--- src/rtl/vpn_pkg.sv ---
// constants for the priority and nesting part of the interrupt controller
package vpn_pkg;

  // ************************************************************
  // register byte addresses
  // ************************************************************
  localparam logic [31:0] VPN_OFS_BASE = 32'hffff_0014;
  localparam logic [31:0] VPN_OFS_NVEC = 32'hffff_001c;
  localparam logic [31:0] VPN_OFS_PRI2 = 32'hffff_0028;
  localparam logic [31:0] VPN_OFS_PRI3 = 32'hffff_002c;
  localparam logic [31:0] VPN_OFS_NEST = 32'hffff_0030;
  localparam logic [31:0] VPN_OFS_NSTAT = 32'hffff_003c;
  localparam logic [31:0] VPN_OFS_FVEC = 32'hffff_011c;
  localparam logic [31:0] VPN_OFS_FSTAT = 32'hffff_013c;

  // ************************************************************
  // reset values and writable bit masks
  // ************************************************************
  localparam logic [31:0] VPN_RST_PRI = 32'h0000_0000;
  localparam logic [1:0] VPN_RST_NEST = 2'h0;
  localparam logic [7:0] VPN_RST_STAT = 8'h00;
  localparam logic [15:0] VPN_RST_BASE = 16'h0000;
  localparam logic [31:0] VPN_MASK_PRI2 = 32'h7777_7777;
  localparam logic [31:0] VPN_MASK_PRI3 = 32'h0000_0077;

  // ************************************************************
  // field positions
  // ************************************************************
  localparam int VPN_NORMAL_NEST_BIT = 0;
  localparam int VPN_FAST_NEST_BIT = 1;
  localparam int VPN_VEC_BASE_LSB = 7;
  localparam int VPN_VEC_SRC_LSB = 2;
  // priority field lsb of each source, source index order:
  // pin0 pin1 pin2 pin3 logic_array0 logic_array1 supply cmp serial pwm
  localparam int VPN_PIN0_LSB = 4;
  localparam int VPN_PIN1_LSB = 16;
  localparam int VPN_PIN2_LSB = 24;
  localparam int VPN_PIN3_LSB = 28;
  localparam int VPN_LA0_LSB = 20;
  localparam int VPN_SUPPLY_LSB = 12;
  localparam int VPN_CMP_LSB = 8;
  localparam int VPN_SERIAL_LSB = 0;
  localparam int VPN_PWM_LSB = 4;
  localparam int VPN_LA1_LSB = 0;

  // ************************************************************
  // sources and their vector numbers
  // ************************************************************
  localparam int VPN_NSRC = 10;
  // source numbers reported in the vector, index 9 first
  localparam logic [9:0][4:0] VPN_SRC_NUM = {
    5'h15, 5'h14, 5'h13, 5'h12, 5'h11, 5'h10, 5'h0f, 5'h0e, 5'h0d, 5'h0c
  };

endpackage : vpn_pkg

--- src/rtl/vpn_nest.sv ---
// priority, nesting and vector logic of the interrupt controller
// What this block does
// RQ1: pin interrupts 0-3 have writable 3-bit priorities in group two
// RQ2: logic array 0, supply, comparator, serial priorities in group two
// RQ3: group three holds pwm priority bits 6:4, logic array 1 bits 2:0
// RQ4: nesting control bit 0 enables normal nesting, bit 1 fast nesting
// RQ5: nesting off: still delivered, priorities ignored, fast beats normal
// RQ6: normal vector read with nesting sets in-service bit of winner priority
// RQ7: normal in-service bit blocks normal requests of same or lower priority
// RQ8: write to normal in-service status clears only highest-priority set bit
// RQ9: fast vector read with nesting sets fast in-service bit of its priority
// RQ10: set fast in-service bit blocks fast requests of same or lower priority
// RQ11: write to fast in-service status clears only highest-priority set bit
// RQ12: fast vector reads zero, base at 22:7, source at 6:2, zero at 1:0
// RQ13: software reads fast vector only in a fast handler with nesting on
// RQ14: normal vector has the same layout as the fast vector
// RQ15: 16-bit table base register appears in both vector registers
// RQ16: priority value 0 is highest; with nesting on the lowest value wins arbitration
// RQ17: reserved bits read as zero and ignore writes
// RQ18: software writes in-service status once at end of each nested handler
module vpn_nest
  import vpn_pkg::*;
(
  input wire logic REF_CLK, // system clock, 100 MHz
  input wire logic RST_N, // asynchronous reset, active low
  input wire logic PSEL, // apb select
  input wire logic PENABLE, // apb access phase
  input wire logic PWRITE, // apb direction, high for write
  input wire logic [31:0] PADDR, // apb byte address
  input wire logic [31:0] PWDATA, // apb write data
  output logic [31:0] PRDATA, // apb read data
  output logic PREADY, // apb transfer done
  output logic PSLVERR, // apb unmapped address
  input wire logic [9:0] IRQ_SRC, // pending enabled normal sources
  input wire logic [9:0] FIQ_SRC, // pending enabled fast sources
  output logic IRQ_OUT, // normal interrupt request to the core
  output logic FIQ_OUT // fast interrupt request to the core
);

  // ************************************************************
  // helper functions
  // ************************************************************

  // bits 0..p set: in-service levels that block priority p
  function automatic logic [7:0] vpn_le_mask(input logic [2:0] p);
    logic [8:0] m;
    m = (9'h002 << p) - 9'h001;
    return m[7:0];
  endfunction : vpn_le_mask

  // isolate the lowest set bit, the highest priority level in service
  function automatic logic [7:0] vpn_low_bit(input logic [7:0] s);
    return s & (~s + 8'h01);
  endfunction : vpn_low_bit

  // pick the winner: {valid, index, priority}
  function automatic logic [7:0] vpn_arb(
    input logic [9:0] pend,
    input logic [29:0] pri,
    input logic [7:0] stat,
    input logic nest
  );
    logic found;
    logic [3:0] idx;
    logic [2:0] bp;
    logic [2:0] p;
    found = 1'b0;
    idx = 4'h0;
    bp = 3'h0;
    p = 3'h0;
    for (int i = 0; i < VPN_NSRC; i++)
    begin
      p = pri[i*3 +: 3];
      if (pend[i] && (!nest || ((stat & vpn_le_mask(p)) == 8'h00)) &&
          (!found || (nest && (p < bp)))) // RQ16 RQ5
      begin
        found = 1'b1;
        idx = 4'(i);
        bp = p;
      end
    end
    return {found, idx, bp};
  endfunction : vpn_arb

  // ************************************************************
  // registers
  // ************************************************************
  logic [31:0] pri2_q;
  logic [31:0] pri3_q;
  logic [1:0] nest_q;
  logic [15:0] base_q;
  logic [7:0] nstat_q;
  logic [7:0] nstat_d;
  logic [7:0] fstat_q;
  logic [7:0] fstat_d;
  logic [31:0] prdata_q;
  logic pready_q;
  logic pslverr_q;
  logic irq_q;
  logic fiq_q;

  // ************************************************************
  // bus decode
  // ************************************************************
  wire acc = PSEL & PENABLE & ~pready_q;
  wire wr = acc & PWRITE;
  wire rd = acc & ~PWRITE;
  wire hit_base = (PADDR == VPN_OFS_BASE);
  wire hit_nvec = (PADDR == VPN_OFS_NVEC);
  wire hit_pri2 = (PADDR == VPN_OFS_PRI2);
  wire hit_pri3 = (PADDR == VPN_OFS_PRI3);
  wire hit_nest = (PADDR == VPN_OFS_NEST);
  wire hit_nstat = (PADDR == VPN_OFS_NSTAT);
  wire hit_fvec = (PADDR == VPN_OFS_FVEC);
  wire hit_fstat = (PADDR == VPN_OFS_FSTAT);
  wire hit_any = hit_base | hit_nvec | hit_pri2 | hit_pri3 | hit_nest |
                 hit_nstat | hit_fvec | hit_fstat;

  // ************************************************************
  // priority table and arbitration
  // ************************************************************
  wire [29:0] pri_all = {
    pri3_q[VPN_PWM_LSB +: 3], // RQ3
    pri2_q[VPN_SERIAL_LSB +: 3], // RQ2
    pri2_q[VPN_CMP_LSB +: 3],
    pri2_q[VPN_SUPPLY_LSB +: 3],
    pri3_q[VPN_LA1_LSB +: 3], // RQ3
    pri2_q[VPN_LA0_LSB +: 3],
    pri2_q[VPN_PIN3_LSB +: 3], // RQ1
    pri2_q[VPN_PIN2_LSB +: 3],
    pri2_q[VPN_PIN1_LSB +: 3],
    pri2_q[VPN_PIN0_LSB +: 3]
  };
  wire nest_n = nest_q[VPN_NORMAL_NEST_BIT]; // RQ4
  wire nest_f = nest_q[VPN_FAST_NEST_BIT]; // RQ4
  wire [7:0] arb_n = vpn_arb(IRQ_SRC, pri_all, nstat_q, nest_n); // RQ7
  wire [7:0] arb_f = vpn_arb(FIQ_SRC, pri_all, fstat_q, nest_f); // RQ10
  wire irq_v = arb_n[7];
  wire fiq_v = arb_f[7];
  wire [2:0] irq_pri = arb_n[2:0];
  wire [2:0] fiq_pri = arb_f[2:0];
  wire [4:0] irq_num = VPN_SRC_NUM[arb_n[6:3]];
  wire [4:0] fiq_num = VPN_SRC_NUM[arb_f[6:3]];

  // ************************************************************
  // vector words and read mux
  // ************************************************************
  wire [31:0] nvec = {9'h000, base_q, irq_num, 2'h0}; // RQ14 RQ15
  wire [31:0] fvec = {9'h000, base_q, fiq_num, 2'h0}; // RQ12 RQ15
  wire [31:0] rd_data =
    hit_base ? {16'h0000, base_q} :
    hit_nvec ? nvec :
    hit_pri2 ? pri2_q :
    hit_pri3 ? pri3_q :
    hit_nest ? {30'h0000_0000, nest_q} :
    hit_nstat ? {24'h00_0000, nstat_q} :
    hit_fvec ? fvec :
    hit_fstat ? {24'h00_0000, fstat_q} :
    32'h0000_0000; // RQ17

  // ************************************************************
  // in-service status next values
  // ************************************************************
  wire [7:0] nset = (rd & hit_nvec & nest_n & irq_v) ?
                    (8'h01 << irq_pri) : 8'h00; // RQ6
  wire [7:0] fset = (rd & hit_fvec & nest_f & fiq_v) ?
                    (8'h01 << fiq_pri) : 8'h00; // RQ9
  wire [7:0] nclr = (wr & hit_nstat) ? vpn_low_bit(nstat_q) : 8'h00; // RQ8
  wire [7:0] fclr = (wr & hit_fstat) ? vpn_low_bit(fstat_q) : 8'h00; // RQ11
  // a set wins over a clear in the same cycle
  assign nstat_d = (nstat_q & ~nclr) | nset;
  assign fstat_d = (fstat_q & ~fclr) | fset;

  // ************************************************************
  // configuration registers
  // ************************************************************

  // software writable fields, reserved bits masked off
  always_ff @(posedge REF_CLK or negedge RST_N)
  begin
    if (!RST_N)
    begin
      pri2_q <= VPN_RST_PRI;
      pri3_q <= VPN_RST_PRI;
      nest_q <= VPN_RST_NEST;
      base_q <= VPN_RST_BASE;
    end
    else
    begin
      if (wr & hit_pri2)
        pri2_q <= PWDATA & VPN_MASK_PRI2; // RQ1 RQ2 RQ17
      if (wr & hit_pri3)
        pri3_q <= PWDATA & VPN_MASK_PRI3; // RQ3 RQ17
      if (wr & hit_nest)
        nest_q <= PWDATA[1:0]; // RQ4
      if (wr & hit_base)
        base_q <= PWDATA[15:0]; // RQ15
    end
  end

  // in-service status registers
  always_ff @(posedge REF_CLK or negedge RST_N)
  begin
    if (!RST_N)
    begin
      nstat_q <= VPN_RST_STAT;
      fstat_q <= VPN_RST_STAT;
    end
    else
    begin
      nstat_q <= nstat_d;
      fstat_q <= fstat_d;
    end
  end

  // ************************************************************
  // bus answer and request outputs
  // ************************************************************

  // one wait state, then data and ready together
  always_ff @(posedge REF_CLK or negedge RST_N)
  begin
    if (!RST_N)
    begin
      prdata_q <= 32'h0000_0000;
      pready_q <= 1'b0;
      pslverr_q <= 1'b0;
    end
    else
    begin
      pready_q <= acc;
      pslverr_q <= acc & ~hit_any;
      prdata_q <= rd ? rd_data : 32'h0000_0000;
    end
  end

  // fast request holds off the normal one
  always_ff @(posedge REF_CLK or negedge RST_N)
  begin
    if (!RST_N)
    begin
      irq_q <= 1'b0;
      fiq_q <= 1'b0;
    end
    else
    begin
      irq_q <= irq_v & ~fiq_v; // RQ5
      fiq_q <= fiq_v;
    end
  end

  assign PRDATA = prdata_q;
  assign PREADY = pready_q;
  assign PSLVERR = pslverr_q;
  assign IRQ_OUT = irq_q;
  assign FIQ_OUT = fiq_q;
endmodule : vpn_nest

--- config.mk ---
export PLATFORM = sky130hd
export DESIGN_NAME = vpn_nest
export DESIGN_NICKNAME = d
export VERILOG_FILES = /design/src/rtl/vpn_pkg.sv /design/src/rtl/vpn_nest.sv
export SDC_FILE = /design/constraint.sdc
export NUM_CORES = 1
export LEC_CHECK = 0
export ABC_CLOCK_PERIOD_IN_PS = 14400
export BUFFER_PORTS_ARGS = -buffer_cell sky130_fd_sc_hd__buf_2
export CELL_PAD_IN_SITES_DETAIL_PLACEMENT = 1
export CELL_PAD_IN_SITES_GLOBAL_PLACEMENT = 1
export CORE_ASPECT_RATIO = 0.7
export CORE_MARGIN = 1
export CORE_UTILIZATION = 40
export CTS_CLUSTER_DIAMETER = 60
export DETAILED_ROUTE_END_ITERATION = 6
export GPL_TIMING_DRIVEN = 0
export PLACE_DENSITY_LB_ADDON = 0.05
export REMOVE_ABC_BUFFERS = 1
export SYNTH_ARGS = -nofsm -noshare
export SYNTH_HDL_FRONTEND = slang
export SYNTH_SLANG_ARGS = --single-unit
--- constraint.sdc ---
create_clock -name REF_CLK -period 14.4 [get_ports REF_CLK]
set_input_delay 2.16 -clock REF_CLK [delete_from_list [all_inputs] [get_ports REF_CLK]]
set_output_delay 2.16 -clock REF_CLK [all_outputs]
set_load 0.05 [all_outputs]
==> impl_metrics.tcl <==
set metrics [dict create \
    status "complete, but fails checks" \
    failed_checks "setup timing" \
    antenna_left 0 \
    synth_warnings 0 \
    core_area_um2 23080 \
    regArea_um2 2441 \
    finalWeightedCongestion 0.9031 \
    crit_slowest_cell "mux2_4" \
    hold_viol 0 \
    rows 46 \
    die_w_um 187.1 \
    grt_pass1_wl_um 63960 \
    start_util_pct 41.55 \
    cts-root-buf "clkbuf_16" \
    ir_drop_v 0.00006558 \
    hold_class "register to register" \
    fin_crit_ns 15.13 \
    wl_per_cell_um 25.10 \
    final_cells 1706 \
    synth_ff_type "dfrtp_1" \
    multi_input_area_um2 7335 \
    synth_area_leaders "dfrtp_1, mux2_2, ha_1, nand2_1, a21oi_1" \
    ios 125 \
    cp_num_buf_inv 37 \
    grt_pass1_vias 10565 \
    p_leak_nw 5.084 \
    nets 1520 \
    hpwlAfterDp_um 28010 \
    fmax_mhz 66.10 \
    vias 11032 \
    cp.required_ns 14.65 \
    synth_top_cell_by_area "dfrtp_1" \
    startpoint "FIQ_SRC[0]" \
    ys_ff_latch 97 \
    ctsHoldBuffers 0 \
    final_layout_size_suffix_gt1_share_pct 32.59 \
    placedCellCount 1562 \
    drc_errors 0 \
    tritoncts "yes" \
    netlist_area_um2 9589 \
    antenna_found_initial 0 \
    path_depth 81 \
    dpl_cell_area_um2 10210 \
    reg2reg_depth 82 \
    cts_sinks 97 \
    drt_iter0_drc 1057 \
    power_density_nw_per_um2 48.41 \
    die_y_um 131.5 \
    path_class "input port to register" \
    timing.rr.end "fstat_q[4]" \
    setup_viol 13 \
    maxSlewViolCount 0 \
    ys_types 94 \
    syn-instance-count 1224 \
    ctsHtreeMaxLevel 3 \
    clk_latency_ns 0.38 \
    max_cap_viol_count 0 \
    max_slew_margin_pct 9.595 \
    worstMarginPinSlew_ns 1.346 \
    synth-seq-area-share_pct 25.31 \
    final_area_um2 12330 \
    synth-edff-count 0 \
    r2r_start "pri2_q[6]" \
    wl_um 42830 \
    worst_slack_ns -0.7291 \
    skew_ns 0.02253 \
    grt.total_usage_pct 33.70 \
    rsz0062_at_grt "yes" \
    fp.dieArea_um2 24610 \
    rrSetupSlack_ns -0.26 \
    path_common_cell "buf_4" \
    clk_pin_slew_worst_paths_ns 0.08 \
    port_buffers 117 \
    syn_to_final_growth_pct 28.57 \
    drt-vias-per-instance 6.467 \
    async_flop_share_pct 100.0 \
    critical_path.max_stage_delay_ns 0.38 \
    cp_max_fo 8 \
    crit_path_start_kind "input port" \
    cts_buffer_depth 2 \
    fillers 2779 \
    yosysMostFrequentCell "nand2_1" \
    critical_path.top_delay_family "compound AO/OA/AOI/OAI gates" \
    fin_crit_sh_pct 105.1 \
    crit_end "fstat_q[4]" \
    synth_common_cells "nand2_1, nor2_1, dfrtp_1" \
    grt_max_degree 57 \
    syn_area_per_cell_um2 7.834 \
    endpoint_kind "register" \
    tns_ns -8.244 \
    grt_overflow_total 0 \
    first_pass_iters 7 \
    yosysTopAreaCellShare_pct 25.31 \
    cts_made_buffers 9 \
    cp.arrival_ns 15.38 \
]
cell families after synthesis:
kind of cell	share of synthesized area (%)
AO/OA/AOI/OAI	31.99
XOR/XNOR	0.9133
adder cells (fa/ha/maj)	5.611
buffers and inverters	6.420
flip-flops	25.31
multiplexers	8.207
other	0.03911
AND/OR/NAND/NOR	21.50
stage by stage:
stage / hold WS [ns] / util (%) / power [mW] / worst slack [ns]
floorplan: 0.4882 / - / 0.2971 / -1.135
global placement: 0.5116 / 44.07 / 0.3232 / -3.865
detailed placement: 0.5239 / 44.25 / 0.3248 / -3.996
CTS: 0.5357 / 50.80 / 0.5984 / -0.05705
global route: 0.5640 / 53.41 / 0.6158 / -1.114
finish: 0.5441 / 53.42 / 0.5969 / -0.7291
registers in the layout (all words and copies together), names as in the netlist, 2 cells and up:
signal and count:
nstat_q 8, nest_q 2, fstat_q 8, base_q 16, PRDATA 29, pri2_q 24
pri3_q 6
power by group:
part           leakage, nW  internal [mW]  switching, mW
sequential            1.30          0.272       0.000204
clock                0.158          0.141          0.129
combinational         3.62         0.0199         0.0351
timing repair:
| action | in CTS | in global routing |
|---|---|---|
| pin swaps | 58 | 47 |
| cloned | 0 | 1 |
| endpoints found under the setup margin | 21 | 21 |
| resized for setup | 104 | 56 |
| setup buffers | 90 | 35 |
placed cells by master, fill, tap and decap left out, types with 25 or more instances in the layout:
master	count
dfrtp_1	92
inv_1	51
buf_4	122
nand3_1	29
a21oi_1	73
mux2_2	50
nor3_1	27
nand2b_1	25
buf_2	116
ha_1	34
nand2_1	115
nor2_1	97
o21ai_0	67
how the worst min path moves through the flow:
stage | start | endpoint | slack [ns] | cells past startpoint
final | PREADY | PREADY | 0.54 | 1
after global placement | PREADY | PREADY | 0.51 | 1
after detailed placement | base_q[12] | base_q[12] | 0.52 | 1
after global routing | PREADY | PREADY | 0.56 | 1
after floorplan | base_q[2] | PRDATA[2] | 0.49 | 2
after CTS | PREADY | PREADY | 0.54 | 1
cell type report:
cell class / count / share of cell area, %
clock buffer: 9 / 1.827
multi-input combinational: 978 / 59.49
sequential: 97 / 19.80
tap: 312 / 3.166
inverter: 57 / 1.766
timing repair buffer: 245 / 13.12
clock inverter: 7 / 0.8119
antenna: 1 / 0.02030
per-layer routing:
layer / part of all wire [%] / up-vias / wire length [um] / track usage [%]
met4: 2.5 / 0 / 1074 / 10.11
met3: 9.0 / 85 / 3853 / 6.223
met5: 0 / - / 0 / 0
met1: 46 / 5462 / 19700 / 49.71
li1: - / 4927 / - / -
met2: 42 / 558 / 18200 / 49.17
(Power assumes the default switching activity.)
